$ cat src/common/bft_consts.svh
`ifndef BFT_CONSTS_SVH
`define BFT_CONSTS_SVH

// Register byte offsets
`define BFT_OFF_CTRL      12'h000
`define BFT_OFF_PHTHR     12'h004
`define BFT_OFF_RESTHR    12'h008
`define BFT_OFF_RETRIP    12'h00C
`define BFT_OFF_BFTIME    12'h010
`define BFT_OFF_SIGMASK   12'h014
`define BFT_OFF_DOMASK    12'h018
`define BFT_OFF_STATUS    12'h01C
`define BFT_OFF_PHA       12'h020
`define BFT_OFF_PHB       12'h024
`define BFT_OFF_PHC       12'h028
`define BFT_OFF_RES       12'h02C
`define BFT_OFF_PREFAULT  12'h030
`define BFT_OFF_CNT_START 12'h034
`define BFT_OFF_CNT_RETR  12'h038
`define BFT_OFF_CNT_BF    12'h03C
`define BFT_OFF_CNT_BLK   12'h040
`define BFT_OFF_CNTCLR    12'h044
`define BFT_OFF_EVENT     12'h048
`define BFT_OFF_GROUP     12'h04C

// Control fields
`define BFT_CTRL_MODE_LSB   0
`define BFT_CTRL_RSEL_LSB   4
`define BFT_CTRL_NODE_LSB   8
`define BFT_CTRL_FEN_BIT    11
`define BFT_CTRL_FST_LSB    12
`define BFT_CTRL_RTEN_BIT   15

// Reset values
`define BFT_RST_MODE    4'h0
`define BFT_RST_RSEL    2'h0
`define BFT_RST_NODE    3'h1
`define BFT_RST_FST     3'h0
`define BFT_RST_PHTHR   16'h0014
`define BFT_RST_RESTHR  16'h04B0
`define BFT_RST_RETRIP  18'h0_0014
`define BFT_RST_BFTIME  18'h0_0028

// Timing
`define BFT_CLK_HZ      200000000
`define BFT_TICK_MS     5
`define BFT_STAMP_MS    1
`define BFT_AVG_MS      20
`define BFT_HYST_NUM    97
`define BFT_HYST_DEN    100

`endif

$ cat src/common/bft_pkg.sv
package bft_pkg;
	typedef enum logic [3:0] {
		BFT_M_CUR        = 4'h0,
		BFT_M_DO         = 4'h1,
		BFT_M_SIG        = 4'h2,
		BFT_M_CUR_AND_DO = 4'h3,
		BFT_M_CUR_OR_DO  = 4'h4,
		BFT_M_CUR_AND_SG = 4'h5,
		BFT_M_CUR_OR_SG  = 4'h6,
		BFT_M_SG_AND_DO  = 4'h7,
		BFT_M_SG_OR_DO   = 4'h8,
		BFT_M_ANY        = 4'h9,
		BFT_M_ALL        = 4'hA
	} bft_mode_t;

	typedef enum logic [2:0] {
		BFT_N_ON      = 3'h1,
		BFT_N_BLOCKED = 3'h2,
		BFT_N_TEST    = 3'h3,
		BFT_N_TESTBLK = 3'h4,
		BFT_N_OFF     = 3'h5
	} bft_node_t;

	typedef enum logic [2:0] {
		BFT_F_NORMAL  = 3'h0,
		BFT_F_START   = 3'h1,
		BFT_F_RETRIP  = 3'h2,
		BFT_F_BFTRIP  = 3'h3,
		BFT_F_BLOCKED = 3'h4
	} bft_force_t;

	typedef enum logic [3:0] {
		BFT_S_IDLE    = 4'b0001,
		BFT_S_BLOCKED = 4'b0010,
		BFT_S_TIMING  = 4'b0100,
		BFT_S_FAILED  = 4'b1000
	} bft_state_t;
endpackage

$ cat src/verilog/bft_cmp.sv
`timescale 1ns/1ps
`default_nettype none
`include "bft_consts.svh"

module bft_cmp #(
	parameter int W = 16
) (
	input  wire logic         pclk,
	input  wire logic         presetn,
	input  wire logic         tick,
	input  wire logic [W-1:0] mag,
	input  wire logic [W-1:0] thr,
	output logic              pick
);
	// Release when mag*100 < thr*97
	wire [W+7:0] mag_s = (W+8)'(mag) * (W+8)'(`BFT_HYST_DEN);
	wire [W+7:0] rel_s = (W+8)'(thr) * (W+8)'(`BFT_HYST_NUM);
	wire         above = (mag > thr);
	wire         below = (mag_s < rel_s);

	always_ff @(posedge pclk or negedge presetn) begin
		if (!presetn) begin
			pick <= 1'b0;
		end else if (tick) begin
			if (above) begin
				pick <= 1'b1;
			end else if (below) begin
				pick <= 1'b0;
			end
		end
	end
endmodule

`default_nettype wire

$ cat src/verilog/bft_tick.sv
`timescale 1ns/1ps
`default_nettype none
`include "bft_consts.svh"

module bft_tick #(
	parameter int CLK_HZ = `BFT_CLK_HZ,
	parameter int TICK_MS = `BFT_TICK_MS,
	parameter int STAMP_MS = `BFT_STAMP_MS
) (
	input  wire logic        pclk,
	input  wire logic        presetn,
	output logic             tick_eval,
	output logic             tick_ms,
	output logic [31:0]      stamp_ms
);
	localparam int MS_CYC = (CLK_HZ / 1000) * STAMP_MS;

	logic [31:0] div_r;
	logic [7:0]  ms_r;
	wire         ms_hit  = (div_r == 32'(MS_CYC - 1));
	wire         ev_hit  = ms_hit && (ms_r == 8'(TICK_MS - 1));

	always_ff @(posedge pclk or negedge presetn) begin
		if (!presetn) begin
			div_r     <= 32'h0000_0000;
			ms_r      <= 8'h00;
			stamp_ms  <= 32'h0000_0000;
			tick_ms   <= 1'b0;
			tick_eval <= 1'b0;
		end else begin
			div_r     <= ms_hit ? 32'h0000_0000 : div_r + 32'h0000_0001;
			tick_ms   <= ms_hit;
			tick_eval <= ev_hit;
			if (ms_hit) begin
				ms_r     <= ev_hit ? 8'h00 : ms_r + 8'h01;
				stamp_ms <= stamp_ms + 32'h0000_0001;
			end
		end
	end
endmodule

`default_nettype wire

$ cat src/verilog/bft_top.sv
// The implementer's own choices: the placing of the registers and the APB register port.
`timescale 1ns/1ps
`default_nettype none
`include "bft_consts.svh"

// What this block does
// - Decode eleven-value trigger mode code
// - Select residual source: none, first, second, calculated
// - Release pick-up below 97 percent threshold
// - Common phase threshold, any phase or residual
// - Phase threshold steps 0.01 In, default 0.20
// - Residual threshold steps 0.001 In, default 1.200
// - Start only when pick-up and not blocked
// - Signal trigger picks up same evaluation
// - Inputs refreshed on 5 ms time base
// - Pre-fault value is 20 ms average
// - Thresholds compare RMS magnitudes only
// - Node behaviour mode one to five, default on
// - Forced status codes when forcing enabled
// - Signal triggers only in signal modes
// - Output relay triggers only in relay modes
// - ON/OFF events with 1 ms stamps
// - Resettable counters for start, retrip, trip, blocked
// - Eight setting groups from one source
// - Four outputs: start, retrip, trip, blocked
// - Relay mode watches selected relay status
// - Second coil retrip can be disabled
// - One pick-up starts both timers, 5 ms steps
// - Late blocking withdraws start like release
// - Timers reset when pick-up falls
module bft_top #(
	parameter int MW = 16,
	parameter int NSIG = 16,
	parameter int NDO = 8,
	parameter int CLK_HZ = `BFT_CLK_HZ
) (
	input  wire logic            pclk,
	input  wire logic            presetn,
	input  wire logic            psel,
	input  wire logic            penable,
	input  wire logic            pwrite,
	input  wire logic [11:0]     paddr,
	input  wire logic [31:0]     pwdata,
	output logic      [31:0]     prdata,
	output logic                 pready,
	output logic                 pslverr,
	input  wire logic [MW-1:0]   phase_a_rms,
	input  wire logic [MW-1:0]   phase_b_rms,
	input  wire logic [MW-1:0]   phase_c_rms,
	input  wire logic [MW-1:0]   first_residual_input,
	input  wire logic [MW-1:0]   second_residual_input,
	input  wire logic [MW-1:0]   calculated_residual,
	input  wire logic [NDO-1:0]  output_relay_status_in,
	input  wire logic [NSIG-1:0] binary_input_status_in,
	input  wire logic            block_in,
	input  wire logic            force_enable_in,
	input  wire logic [2:0]      group_select_in,
	output logic                 failure_start,
	output logic                 second_coil_trip,
	output logic                 breaker_fail_trip,
	output logic                 blocked
);
	localparam int NG = 8;

	// Synchronised external levels
	logic [NDO-1:0]  do_s1_r, do_s2_r;
	logic [NSIG-1:0] di_s1_r, di_s2_r;
	logic            blk_s1_r, blk_s2_r, fen_s1_r, fen_s2_r;
	logic [2:0]      grp_s1_r, grp_s2_r;
	logic [MW-1:0]   pa_s1_r, pb_s1_r, pc_s1_r, r1_s1_r, r2_s1_r, rc_s1_r;
	logic [MW-1:0]   pa_r, pb_r, pc_r, r1_r, r2_r, rc_r;

	always_ff @(posedge pclk or negedge presetn) begin
		if (!presetn) begin
			{do_s1_r, do_s2_r} <= '0;
			{di_s1_r, di_s2_r} <= '0;
			{blk_s1_r, blk_s2_r, fen_s1_r, fen_s2_r} <= 4'h0;
			{grp_s1_r, grp_s2_r} <= 6'h00;
			{pa_s1_r, pb_s1_r, pc_s1_r, r1_s1_r, r2_s1_r, rc_s1_r} <= '0;
			{pa_r, pb_r, pc_r, r1_r, r2_r, rc_r} <= '0;
		end else begin
			do_s1_r  <= output_relay_status_in;
			do_s2_r  <= do_s1_r;
			di_s1_r  <= binary_input_status_in;
			di_s2_r  <= di_s1_r;
			blk_s1_r <= block_in;
			blk_s2_r <= blk_s1_r;
			fen_s1_r <= force_enable_in;
			fen_s2_r <= fen_s1_r;
			grp_s1_r <= group_select_in;
			grp_s2_r <= grp_s1_r;
			pa_s1_r  <= phase_a_rms;
			pa_r     <= pa_s1_r;
			pb_s1_r  <= phase_b_rms;
			pb_r     <= pb_s1_r;
			pc_s1_r  <= phase_c_rms;
			pc_r     <= pc_s1_r;
			r1_s1_r  <= first_residual_input;
			r1_r     <= r1_s1_r;
			r2_s1_r  <= second_residual_input;
			r2_r     <= r2_s1_r;
			rc_s1_r  <= calculated_residual;
			rc_r     <= rc_s1_r;
		end
	end

	// Time base
	logic        tick, tick_ms;
	logic [31:0] stamp;

	bft_tick #(.CLK_HZ(CLK_HZ)) u_tick (
		.pclk      (pclk),
		.presetn   (presetn),
		.tick_eval (tick),
		.tick_ms   (tick_ms),
		.stamp_ms  (stamp)
	);

	// Static settings
	logic [2:0]      node_r, fst_r;
	logic [1:0]      rsel_r;
	logic [NSIG-1:0] sigmask_r;
	logic [NDO-1:0]  domask_r;
	logic [2:0]      grp_r;

	// Per-group settings
	logic [3:0]  g_mode_r   [NG];
	logic        g_rten_r   [NG];
	logic [15:0] g_phthr_r  [NG];
	logic [15:0] g_resthr_r [NG];
	logic [17:0] g_retr_r   [NG];
	logic [17:0] g_bf_r     [NG];

	// APB decode
	wire wr_en = psel && penable && pwrite;
	wire rd_en = psel && penable && !pwrite;
	wire a_ctrl   = (paddr == `BFT_OFF_CTRL);
	wire a_phthr  = (paddr == `BFT_OFF_PHTHR);
	wire a_resthr = (paddr == `BFT_OFF_RESTHR);
	wire a_retr   = (paddr == `BFT_OFF_RETRIP);
	wire a_bf     = (paddr == `BFT_OFF_BFTIME);
	wire a_sig    = (paddr == `BFT_OFF_SIGMASK);
	wire a_do     = (paddr == `BFT_OFF_DOMASK);
	wire a_clr    = (paddr == `BFT_OFF_CNTCLR);
	wire a_grp    = (paddr == `BFT_OFF_GROUP);
	logic        mapped;
	logic [31:0] rd_mux;
	assign pready  = 1'b1;
	assign pslverr = psel && penable && !mapped;

	// Active group follows external selection
	always_ff @(posedge pclk or negedge presetn) begin
		if (!presetn) begin
			grp_r <= 3'h0;
		end else begin
			grp_r <= grp_s2_r;
		end
	end

	wire [2:0]  wg = grp_r;
	wire        wr_ctrl = wr_en && a_ctrl;

	always_ff @(posedge pclk or negedge presetn) begin
		if (!presetn) begin
			node_r    <= `BFT_RST_NODE;
			fst_r     <= `BFT_RST_FST;
			rsel_r    <= `BFT_RST_RSEL;
			sigmask_r <= '0;
			domask_r  <= '0;
		end else if (wr_en) begin
			if (a_ctrl) begin
				node_r <= pwdata[`BFT_CTRL_NODE_LSB +: 3];
				fst_r  <= pwdata[`BFT_CTRL_FST_LSB +: 3];
				rsel_r <= pwdata[`BFT_CTRL_RSEL_LSB +: 2];
			end
			if (a_sig) sigmask_r <= pwdata[NSIG-1:0];
			if (a_do) domask_r <= pwdata[NDO-1:0];
		end
	end

	for (genvar g = 0; g < NG; g++) begin : g_grp
		always_ff @(posedge pclk or negedge presetn) begin
			if (!presetn) begin
				g_mode_r[g]   <= `BFT_RST_MODE;
				g_rten_r[g]   <= 1'b1;
				g_phthr_r[g]  <= `BFT_RST_PHTHR;
				g_resthr_r[g] <= `BFT_RST_RESTHR;
				g_retr_r[g]   <= `BFT_RST_RETRIP;
				g_bf_r[g]     <= `BFT_RST_BFTIME;
			end else if (wr_en && (wg == 3'(g))) begin
				if (a_ctrl) begin
					g_mode_r[g] <= pwdata[`BFT_CTRL_MODE_LSB +: 4];
					g_rten_r[g] <= pwdata[`BFT_CTRL_RTEN_BIT];
				end
				if (a_phthr) g_phthr_r[g] <= pwdata[15:0];
				if (a_resthr) g_resthr_r[g] <= pwdata[15:0];
				if (a_retr) g_retr_r[g] <= pwdata[17:0];
				if (a_bf) g_bf_r[g] <= pwdata[17:0];
			end
		end
	end

	wire [3:0]  mode   = g_mode_r[grp_r];
	wire        rt_en  = g_rten_r[grp_r];
	wire [15:0] phthr  = g_phthr_r[grp_r];
	wire [15:0] resthr = g_resthr_r[grp_r];

	// Residual source
	wire [MW-1:0] res_mag = (rsel_r == 2'h1) ? r1_r :
	                        (rsel_r == 2'h2) ? r2_r :
	                        (rsel_r == 2'h3) ? rc_r : '0;

	// Current comparators on RMS values
	logic [3:0] pk;
	wire [MW-1:0] mags [4];
	assign mags[0] = pa_r;
	assign mags[1] = pb_r;
	assign mags[2] = pc_r;
	assign mags[3] = res_mag;
	for (genvar c = 0; c < 4; c++) begin : g_cmp
		bft_cmp #(.W(MW)) u_cmp (
			.pclk    (pclk),
			.presetn (presetn),
			.tick    (tick),
			.mag     (mags[c]),
			.thr     (c == 3 ? MW'(resthr) : MW'(phthr)),
			.pick    (pk[c])
		);
	end
	wire cur_pk = (|pk[2:0]) || (pk[3] && (rsel_r != 2'h0));

	// Trigger sources
	logic [NDO-1:0]  do_t_r;
	logic [NSIG-1:0] di_t_r;
	always_ff @(posedge pclk or negedge presetn) begin
		if (!presetn) begin
			do_t_r <= '0;
			di_t_r <= '0;
		end else if (tick) begin
			do_t_r <= do_s2_r;
			di_t_r <= di_s2_r;
		end
	end
	wire do_pk  = |(do_s2_r & domask_r);
	wire sig_pk = |(di_s2_r & sigmask_r);

	logic trig;
	always_comb begin
		case (mode)
			bft_pkg::BFT_M_CUR:        trig = cur_pk;
			bft_pkg::BFT_M_DO:         trig = do_pk;
			bft_pkg::BFT_M_SIG:        trig = sig_pk;
			bft_pkg::BFT_M_CUR_AND_DO: trig = cur_pk && do_pk;
			bft_pkg::BFT_M_CUR_OR_DO:  trig = cur_pk || do_pk;
			bft_pkg::BFT_M_CUR_AND_SG: trig = cur_pk && sig_pk;
			bft_pkg::BFT_M_CUR_OR_SG:  trig = cur_pk || sig_pk;
			bft_pkg::BFT_M_SG_AND_DO:  trig = sig_pk && do_pk;
			bft_pkg::BFT_M_SG_OR_DO:   trig = sig_pk || do_pk;
			bft_pkg::BFT_M_ANY:        trig = cur_pk || do_pk || sig_pk;
			bft_pkg::BFT_M_ALL:        trig = cur_pk && do_pk && sig_pk;
			default:                   trig = 1'b0;
		endcase
	end

	// Node mode and blocking
	wire node_off = (node_r == bft_pkg::BFT_N_OFF);
	wire node_blk = (node_r == bft_pkg::BFT_N_BLOCKED) || (node_r == bft_pkg::BFT_N_TESTBLK);
	wire blk_now  = blk_s2_r || node_blk;

	// Evaluation state machine
	bft_pkg::bft_state_t st_r, st_nxt;
	logic [17:0] retr_cnt_r, bf_cnt_r;
	wire retr_done = (retr_cnt_r >= g_retr_r[grp_r]);
	wire bf_done   = (bf_cnt_r >= g_bf_r[grp_r]);

	always_comb begin
		case (st_r)
			bft_pkg::BFT_S_IDLE:
				st_nxt = !trig ? bft_pkg::BFT_S_IDLE :
				         blk_now ? bft_pkg::BFT_S_BLOCKED : bft_pkg::BFT_S_TIMING;
			bft_pkg::BFT_S_BLOCKED:
				st_nxt = trig ? bft_pkg::BFT_S_BLOCKED : bft_pkg::BFT_S_IDLE;
			bft_pkg::BFT_S_TIMING:
				st_nxt = !trig ? bft_pkg::BFT_S_IDLE :
				         blk_now ? bft_pkg::BFT_S_BLOCKED :
				         bf_done ? bft_pkg::BFT_S_FAILED : bft_pkg::BFT_S_TIMING;
			bft_pkg::BFT_S_FAILED:
				st_nxt = !trig ? bft_pkg::BFT_S_IDLE :
				         blk_now ? bft_pkg::BFT_S_BLOCKED : bft_pkg::BFT_S_FAILED;
			default:
				st_nxt = bft_pkg::BFT_S_IDLE;
		endcase
	end

	wire timing = (st_nxt == bft_pkg::BFT_S_TIMING) || (st_nxt == bft_pkg::BFT_S_FAILED);

	always_ff @(posedge pclk or negedge presetn) begin
		if (!presetn) begin
			st_r       <= bft_pkg::BFT_S_IDLE;
			retr_cnt_r <= 18'h0_0000;
			bf_cnt_r   <= 18'h0_0000;
		end else if (tick) begin
			st_r <= node_off ? bft_pkg::BFT_S_IDLE : st_nxt;
			if (timing && !node_off) begin
				retr_cnt_r <= retr_done ? retr_cnt_r : retr_cnt_r + 18'h0_0001;
				bf_cnt_r   <= bf_done ? bf_cnt_r : bf_cnt_r + 18'h0_0001;
			end else begin
				retr_cnt_r <= 18'h0_0000;
				bf_cnt_r   <= 18'h0_0000;
			end
		end
	end

	// Outputs, with forcing
	wire in_time = (st_r == bft_pkg::BFT_S_TIMING) || (st_r == bft_pkg::BFT_S_FAILED);
	wire fon     = fen_s2_r && (fst_r != bft_pkg::BFT_F_NORMAL);
	wire o_start = fon ? (fst_r == bft_pkg::BFT_F_START) : in_time;
	wire o_retr  = fon ? (fst_r == bft_pkg::BFT_F_RETRIP) : (in_time && retr_done && rt_en);
	wire o_bf    = fon ? (fst_r == bft_pkg::BFT_F_BFTRIP) : (st_r == bft_pkg::BFT_S_FAILED);
	wire o_blk   = fon ? (fst_r == bft_pkg::BFT_F_BLOCKED) : (st_r == bft_pkg::BFT_S_BLOCKED);
	wire [3:0] o_vec = {o_blk, o_bf, o_retr, o_start};
	wire [3:0] cur_vec = {blocked, breaker_fail_trip, second_coil_trip, failure_start};
	wire [3:0] rise = o_vec & ~cur_vec;
	wire [3:0] chg  = o_vec ^ cur_vec;

	always_ff @(posedge pclk or negedge presetn) begin
		if (!presetn) begin
			failure_start     <= 1'b0;
			second_coil_trip  <= 1'b0;
			breaker_fail_trip <= 1'b0;
			blocked           <= 1'b0;
		end else if (tick) begin
			{blocked, breaker_fail_trip, second_coil_trip, failure_start} <= o_vec;
		end
	end

	// Event record and counters
	logic [31:0] ev_r;
	logic [15:0] cnt_r [4];
	wire clr_wr = wr_en && a_clr;
	for (genvar k = 0; k < 4; k++) begin : g_cnt
		always_ff @(posedge pclk or negedge presetn) begin
			if (!presetn) begin
				cnt_r[k] <= 16'h0000;
			end else if (tick && rise[k]) begin
				cnt_r[k] <= cnt_r[k] + 16'h0001;
			end else if (clr_wr && pwdata[k]) begin
				cnt_r[k] <= 16'h0000;
			end
		end
	end

	always_ff @(posedge pclk or negedge presetn) begin
		if (!presetn) begin
			ev_r <= 32'h0000_0000;
		end else if (tick && (|chg)) begin
			ev_r <= {o_vec, chg, stamp[23:0]};
		end
	end

	// Pre-fault average, 20 ms window ending 20 ms back
	localparam int NAVG = `BFT_AVG_MS / `BFT_TICK_MS;
	logic [MW-1:0] hist_r [2*NAVG-1];
	logic [MW-1:0] pref_r;
	logic [MW+1:0] hsum;
	always_comb begin
		hsum = '0;
		for (int i = NAVG - 1; i < 2 * NAVG - 1; i++) hsum = hsum + (MW+2)'(hist_r[i]);
	end
	wire [MW-1:0] pmax = (pa_r > pb_r) ? ((pa_r > pc_r) ? pa_r : pc_r)
	                                   : ((pb_r > pc_r) ? pb_r : pc_r);
	always_ff @(posedge pclk or negedge presetn) begin
		if (!presetn) begin
			for (int i = 0; i < 2 * NAVG - 1; i++) hist_r[i] <= '0;
			pref_r <= '0;
		end else if (tick) begin
			hist_r[0] <= pmax;
			for (int i = 1; i < 2 * NAVG - 1; i++) hist_r[i] <= hist_r[i-1];
			if (rise[0] || rise[2]) pref_r <= MW'(hsum >> 2);
		end
	end

	// Read mux
	always_comb begin
		mapped = 1'b1;
		case (paddr)
			`BFT_OFF_CTRL:      rd_mux = {16'h0000, rt_en, fst_r, 1'b0, node_r, 2'h0, rsel_r, mode};
			`BFT_OFF_PHTHR:     rd_mux = {16'h0000, phthr};
			`BFT_OFF_RESTHR:    rd_mux = {16'h0000, resthr};
			`BFT_OFF_RETRIP:    rd_mux = {14'h0000, g_retr_r[grp_r]};
			`BFT_OFF_BFTIME:    rd_mux = {14'h0000, g_bf_r[grp_r]};
			`BFT_OFF_SIGMASK:   rd_mux = 32'(sigmask_r);
			`BFT_OFF_DOMASK:    rd_mux = 32'(domask_r);
			`BFT_OFF_STATUS:    rd_mux = {20'h0_0000, st_r, pk, o_vec};
			`BFT_OFF_PHA:       rd_mux = 32'(pa_r);
			`BFT_OFF_PHB:       rd_mux = 32'(pb_r);
			`BFT_OFF_PHC:       rd_mux = 32'(pc_r);
			`BFT_OFF_RES:       rd_mux = 32'(res_mag);
			`BFT_OFF_PREFAULT:  rd_mux = 32'(pref_r);
			`BFT_OFF_CNT_START: rd_mux = {16'h0000, cnt_r[0]};
			`BFT_OFF_CNT_RETR:  rd_mux = {16'h0000, cnt_r[1]};
			`BFT_OFF_CNT_BF:    rd_mux = {16'h0000, cnt_r[2]};
			`BFT_OFF_CNT_BLK:   rd_mux = {16'h0000, cnt_r[3]};
			`BFT_OFF_CNTCLR:    rd_mux = 32'h0000_0000;
			`BFT_OFF_EVENT:     rd_mux = ev_r;
			`BFT_OFF_GROUP:     rd_mux = {29'h0000_0000, grp_r};
			default: begin
				rd_mux = 32'h0000_0000;
				mapped = 1'b0;
			end
		endcase
	end

	always_ff @(posedge pclk or negedge presetn) begin
		if (!presetn) begin
			prdata <= 32'h0000_0000;
		end else if (psel && !penable && !pwrite) begin
			prdata <= rd_mux;
		end
	end

	wire unused_ok = &{1'b0, rd_en, wr_ctrl, a_grp, do_t_r, di_t_r, tick_ms, stamp[31:24]};
endmodule

`default_nettype wire
$ cat config.mk
export PLATFORM = sky130hd
export DESIGN_NAME = bft_top
export DESIGN_NICKNAME = d
export VERILOG_FILES = /design/src/common/bft_pkg.sv /design/src/verilog/bft_cmp.sv /design/src/verilog/bft_tick.sv /design/src/verilog/bft_top.sv
export VERILOG_INCLUDE_DIRS = /design/src /design/src/common
export SDC_FILE = /design/constraint.sdc
export NUM_CORES = 2
export LEC_CHECK = 0
export BUFFER_PORTS_ARGS = -buffer_cell sky130_fd_sc_hd__clkbuf_2
export CORE_ASPECT_RATIO = 1.25
export CORE_MARGIN = 8
export CORE_UTILIZATION = 60
export CTS_CLUSTER_SIZE = 14
export DETAILED_ROUTE_END_ITERATION = 6
export MAX_ROUTING_LAYER = met4
export PLACE_DENSITY = 0.82
export SLEW_MARGIN = 5
export SYNTH_ARGS = -nofsm -noshare
export SYNTH_HDL_FRONTEND = slang
export SYNTH_HIERARCHICAL = 1
export SYNTH_SLANG_ARGS = --single-unit
$ cat constraint.sdc
create_clock -name pclk -period 12.2 [get_ports pclk]
set_input_delay 1.22 -clock pclk [delete_from_list [all_inputs] [get_ports pclk]]
set_output_delay 1.22 -clock pclk [all_outputs]
set_load 0.01 [all_outputs]
Word-level counts from Yosys, hierarchy flattened
Cells that the tools add are included.
{ "op_classes": {"bitwise_logic": 6, "n_mux": 63, "reduce_logical": 115, "n_lt_le_gt_ge": 14, "add_sub_neg": 12, "n_eq_ne": 56, "multipliers": 6} }
{ "ops": {"columns": ["op", "n"], "rows": [
  ["32-bit one-hot mux with 19 select lines", 1],
  ["16-bit 2-to-1 mux", 18],
  ["18-bit 2-to-1 mux", 8],
  ["16-bit greater-than comparator", 7],
  ["18-bit binary-select mux with 3-bit select", 2],
  ["2-bit AND reduction", 50],
  ["16-bit binary-select mux with 3-bit select", 2],
  ["12-bit by 6-bit equality test with 1-bit output (second input constant)", 8],
  ["23-bit < comparator", 4],
  ["16-bit by 5-bit multiplier with 21-bit output (second input constant)", 4],
  ["16-bit by 1-bit adder with 16-bit output (second input constant)", 4],
  ["32-bit by 1-bit adder with 32-bit output (second input constant)", 2],
  ["12-bit by 5-bit equality test with 1-bit output (second input constant)", 4],
  ["12-bit by 7-bit equality test with 1-bit output (second input constant)", 4],
  ["16-bit by 7-bit multiplier with 23-bit output (second input constant)", 2],
  ["18-bit by 1-bit adder with 18-bit output (second input constant)", 2],
  ["18-bit greater-or-equal comparator", 2],
  ["1-bit logical AND", 33],
  ["32-bit by 18-bit equality test with 1-bit output (second input constant)", 1],
  ["32-bit 2-to-1 mux", 1],
  ["4-bit 2-to-1 mux", 8],
  ["12-bit by 4-bit equality test with 1-bit output (second input constant)", 2],
  ["4-bit by 3-bit equality test with 1-bit output (second input constant)", 6],
  ["3-bit equality test (second input constant)", 7],
  ["other kinds (41)", 90]
]} }
{ "totals": {"wordCells": 377, "register_bits": 1246, "in_bits": 174} }

Depth between registers and ports, before layout
{ "depth": {"word_depth": 14, "ltp_mapped": 29} }

Cells and area by module
Netlist, hierarchy kept.
{ "by_module_without_submodules": {"columns": ["module", "cells_per_inst", "area_per_inst_um2", "instances", "seq_area_each_um2"], "rows": [
  ["bft_top", 3905, 52322.7, 1, 29365.7],
  ["bft_cmp (g_cmp[2].u_cmp)", 505, 4267.8, 1, 25.0],
  ["bft_cmp (g_cmp[3].u_cmp)", 510, 4229.1, 1, 25.0],
  ["bft_cmp (g_cmp[1].u_cmp)", 487, 4187.8, 1, 25.0],
  ["bft_cmp (g_cmp[0].u_cmp)", 489, 4117.7, 1, 25.0],
  ["bft_tick", 329, 3473.3, 1, 1851.8]
]} }

Worst setup path after synthesis
Ideal clock, no wire load.
{ "synth_path": {"path_type": "reg-to-reg", "start": "register grp_r[0]", "end": "register g_cmp[2].u_cmp.pick", "path_slack_ps": 5767, "t_arrival_ps": 6307, "path_buffers": 5, "setup_time_ps": 126, "period_less_slack_ps": 6433, "stages_incl_launch_ff": 29, "cell_sequence": "dfrtp_1 -> clkbuf_1 -> buf_4 -> buf_2 -> buf_4 -> buf_2 -> mux4_2 -> nand2_1 -> nand2_1 -> ha_1 -> ha_1 -> ha_1 -> inv_1 -> fa_1 -> inv_1 -> ha_1 -> a21oi_2 -> nand2_1 -> a22o_4 -> o311ai_4 -> nor3b_1 -> a211oi_1 -> ha_1 -> a21oi_1 -> nor2b_1 -> o21ai_0 -> and3b_1 -> o221ai_1 -> a221o_1"} }
{ "synth_between": {"elab_chain_len": 8} }
{ "synth_lines": {"columns": ["item", "line_no", "source"], "rows": [
  ["start: declaration", "bft_top.sv:124", "logic [2:0] grp_r;"],
  ["start signal: assignment", "bft_top.sv:156", "grp_r <= grp_s2_r;"],
  ["3-bit NOT with 4-bit output (not written as such) (*)", "bft_top.sv:205", "wire [15:0] phthr = g_phthr_r[grp_r];"],
  ["16-bit binary-select mux with 3-bit select (*)", "bft_top.sv:205", null],
  ["16-bit 2-to-1 mux (not written as such) (*) (2 in series)", "bft_top.sv:205", null],
  ["net phthr[8]", "bft_top.sv:205", null],
  ["16-bit by 7-bit multiplier with 23-bit output", "bft_cmp.sv:17", "wire [W+7:0] rel_s = (W+8)'(thr) * (W+8)'(`BFT_HYST_NUM);"],
  ["23-bit < comparator", "bft_cmp.sv:19", "wire below = (mag_s < rel_s);"],
  ["2-bit nonzero test (no source line)", null, null],
  ["2-bit AND reduction (no source line)", null, null],
  ["end signal: assignment", "bft_cmp.sv:23", "pick <= 1'b0;"],
  ["end signal: assignment", "bft_cmp.sv:26", "pick <= 1'b1;"],
  ["end signal: assignment", "bft_cmp.sv:28", "pick <= 1'b0;"],
  ["end: declaration", "bft_cmp.sv:13", "output logic pick"]
]} }
The timed path passes the listed nets; every way through them passes the cells marked *. The select of a mux whose other input is x is not followed.
A chain may end at the register's enable or synchronous reset.

Worst setup path after layout
{ "layout_path": {"start": "register grp_r[1]", "end": "register g_cmp[1].u_cmp.pick"} }
{ "layout_between": {"elab_chain_len": 8} }
{ "layout_lines": {"columns": ["item", "line_no"], "rows": [
  ["3-bit NOT with 4-bit output (not written as such) (*)", "bft_top.sv:205"],
  ["16-bit binary-select mux with 3-bit select (*)", "bft_top.sv:205"],
  ["16-bit 2-to-1 mux (not written as such) (*) (2 in series)", "bft_top.sv:205"],
  ["net phthr[5]", "bft_top.sv:205"],
  ["16-bit by 7-bit multiplier with 23-bit output", "bft_cmp.sv:17"],
  ["23-bit < comparator", "bft_cmp.sv:19"],
  ["2-bit nonzero test (no source line)", null],
  ["2-bit AND reduction (no source line)", null],
  ["end signal: assignment", "bft_cmp.sv:23"],
  ["end signal: assignment", "bft_cmp.sv:26"],
  ["end signal: assignment", "bft_cmp.sv:28"],
  ["end: declaration", "bft_cmp.sv:13"]
]} }
Marked as above.

==> results.md <==
* Status: complete, no violations
* Final-report max-slew violation count at 0
* Crit. End Element: register
* CP peak stage delay at ~0.81 ns
* # Post-CTS Setup Buffers at 0
* Vias at 51300
* Relative slew slack at 0.103
* Largest net degree at the start of global routing at approximately 190
* Placed Cells at approximately 7800
* GPL Wtd Cong at 1.02
* Cell Pwr Density at about 110 nW/µm²
* Total power at approximately 9 mW
* Setup crit start kind: register
* # resized after CTS at 0
* Fmax at about 0.14 GHz
* DRT Pass-1 Iters at 7
* Grt ovf at 0
* Gate Count Post-Synth at about 6200
* DRC viols at 0
* Vias in the first global route at 53100
* Kind of critical path: reg2reg
* Antenna violations before repair at 16
* Die footprint at between 100000 and 150000 µm²
* Worst reg2reg path depth at 21
* Layout fillers at around 8500
* Final #Nets at roughly 7400
* Share of layout cells above drive strength 1 at 0.238
* Lkg Pwr at slightly below 40 nW
* Post-Syn Area at ~72000 µm²
* Worst slew pin tran at 1.34 ns
* CTS tree: built
* Clk pin slew, worst setup/hold paths at 0.07 ns
* Worst Hold Class: reg2reg
* Avg WL per Cell at 24.7 µm
* Slowest-stage cell, CP: dfrtp_4
* Routed vias/inst at ~6.4
* Routing usage on met1 at 0.359
* GRT Total Usage at 0.306
* Final min period at ~7.3 ns
* Row cnt at ~140
* Final period util at 0.595
* Max cap viols at 0
* Cts hold-fix bufs at 0
* Total CTS buffers at 115
* Fin. Hold Viols at 0
* Starting Density at 0.604
* Hold path depth at 0
* Syn. warnings at 6
* I/O Pins at ~210
* Clock Tree Root: clkbuf_16
* Clock Latency Late Sink at 0.76 ns
* CP Cell Sequence: buf_4 -> mux4_2 -> nand2_1 -> nand2_1 -> ha_1 -> ha_1 -> ha_1 -> inv_1 -> fa_1 -> inv_1 -> ha_1 -> or4_1 -> nand4b_1 -> nand2_1 -> a311oi_2 -> xor2_1 -> ha_1 -> nor2b_1 -> o21ai_0 -> o2111ai_1 -> a211o_1
* Area growth syn-to-layout at 9.02%
* Chip Height at just over 400 µm
* Worst EP arrival at 7.88 ns
* Max VDD drop at around 0.00014 V
* Cell repeated most along the worst path: ha_1
* Met3 global-route usage at 0.0660
* M2 GR Usage at 0.492
* Syn_area_per_cell at ~12 µm²
* DIE WIDTH at between 300 and 400 µm
* DR iter-0 viols at roughly 4700
* WL final at between 150 and 200 mm
* Clock tree buffer depth at 3
* IO buf count at between 150 and 200
* First-pass GRT wire length at ~300 mm
* Busiest layer in global routing: met2
* CORE AREA at roughly 120000 µm²
* Post-DP HPWL at 138 mm
* Syn_nets at 7220
* Setup tns final at 0 ns
* H-Tree Depth at 3
* Final setup vio count at 0
* Req. time, crit path at about 13 ns
* Worst hold slack at roughly 0.34 ns
* Sink Count at between 1000 and 1500
* Post-Layout Cell Count at between 8000 and 9000
* Critical path fanouts, max at 43
* RSZ-0062 raised after global routing: false
* Clock skew at 0.0457 ns
* Antenna Violating Nets Remaining at 0
cell type report:
class | instances | area [µm²] | area share
Tap cell | 1584 | 1980 | 0.0252
Multi-Input combinational cell | 4201 | 38200 | 0.486
Inverter | 499 | 1880 | 0.0239
Clock buffer | 167 | 3310 | 0.0420
Antenna cell | 15 | 37.5 | 0.000477
Clock inverter | 43 | 551 | 0.00700
Sequential cell | 1238 | 31100 | 0.395
Timing Repair Buffer | 272 | 1630 | 0.0207
layout by cell type (no fill, tap or decap), types with 21 or more instances in the layout:
| cell type | instances |
|---|---|
| a22o_1 | 29 |
| xor2_1 | 93 |
| dfrtp_1 | 1144 |
| clkbuf_2 | 195 |
| nor4_1 | 32 |
| a21o_1 | 92 |
| a31oi_1 | 52 |
| mux2_2 | 755 |
| and3_1 | 52 |
| o21a_1 | 33 |
| dfstp_2 | 90 |
| a221oi_1 | 38 |
| nor2b_1 | 32 |
| nand2b_1 | 30 |
| ha_1 | 749 |
| xnor2_1 | 119 |
| nor2_1 | 243 |
| o21ai_0 | 221 |
| nand3_1 | 133 |
| fa_1 | 108 |
| nand2_1 | 383 |
| a211oi_1 | 28 |
| a22oi_1 | 55 |
| clkbuf_16 | 117 |
| a21oi_1 | 212 |
| mux2i_1 | 40 |
| mux4_2 | 144 |
| o211ai_1 | 31 |
| inv_1 | 496 |
| buf_4 | 71 |
| or3_1 | 21 |
| nand4_1 | 98 |
| clkbuf_1 | 31 |
| nor3_1 | 64 |
power breakdown:
group,switching [mW],total (mW),internal (mW)
combinational,0.628,1.05,0.423
clock,1.61,3.71,2.10
sequential,0.0815,4.24,4.16
total,2.32,9.00,6.68
sequential cells by signal, summed over array words and instances (netlist names), 18 cells and up:
register         cells
bf_cnt_r            18
cnt_r               64
ev_r                32
g_bf_r             144
g_mode_r            32
g_phthr_r          128
g_resthr_r         128
g_retr_r           144
hist_r             112
prdata              32
retr_cnt_r          18
u_tick/div_r        32
u_tick/stamp_ms     24
per-stage QoR:
step | worst slack, ns | util | area (µm²)
global placement | 5.04 | 0.626 | 74800
CTS | 5.00 | 0.658 | 78700
finish | 4.94 | 0.658 | 78700
detailed placement | 4.99 | 0.626 | 74800
floorplan | 5.77 | - | 72200
global route | 4.59 | 0.658 | 78700
path summary, 6_finish.rpt:
kind                                             from                         endpoint  slack, ns
worst max-delay path               grp_r[1]$_DFF_PN0_  g_cmp[1].u_cmp/pick$_DFFE_PN0P_       4.94
worst min-delay path            rc_s1_r[12]$_DFF_PN0_               rc_r[12]$_DFF_PN0_       0.34
worst max register to register     grp_r[1]$_DFF_PN0_  g_cmp[1].u_cmp/pick$_DFFE_PN0P_       4.94
worst min register to register  rc_s1_r[12]$_DFF_PN0_               rc_r[12]$_DFF_PN0_       0.34
max in group asynchronous                     presetn           prdata[22]$_DFFE_PN0P_       8.66
min in group asynchronous                     presetn       g_resthr_r[59]$_DFFE_PN0P_       0.53
per-layer routing:
metal | vias to the layer above | routed length (µm)
met1 | 25800 | 73600
li1 | 22600 | -
met3 | 714 | 16900
met4 | 0 | 13300
met5 | - | 0
met2 | 2164 | 94700
worst max-delay path, delay by kind of cell, from the launching register on:
family,cells,cell delay [ns]
mux,1,0.42
compound gates,4,0.99
fa+ha+maj,6,2.25
simple gates,6,1.61
flops,1,0.81
xor+xnor,1,0.18
buf+inv,3,0.77
No activity file was read; power rests on OpenSTA's default activity.
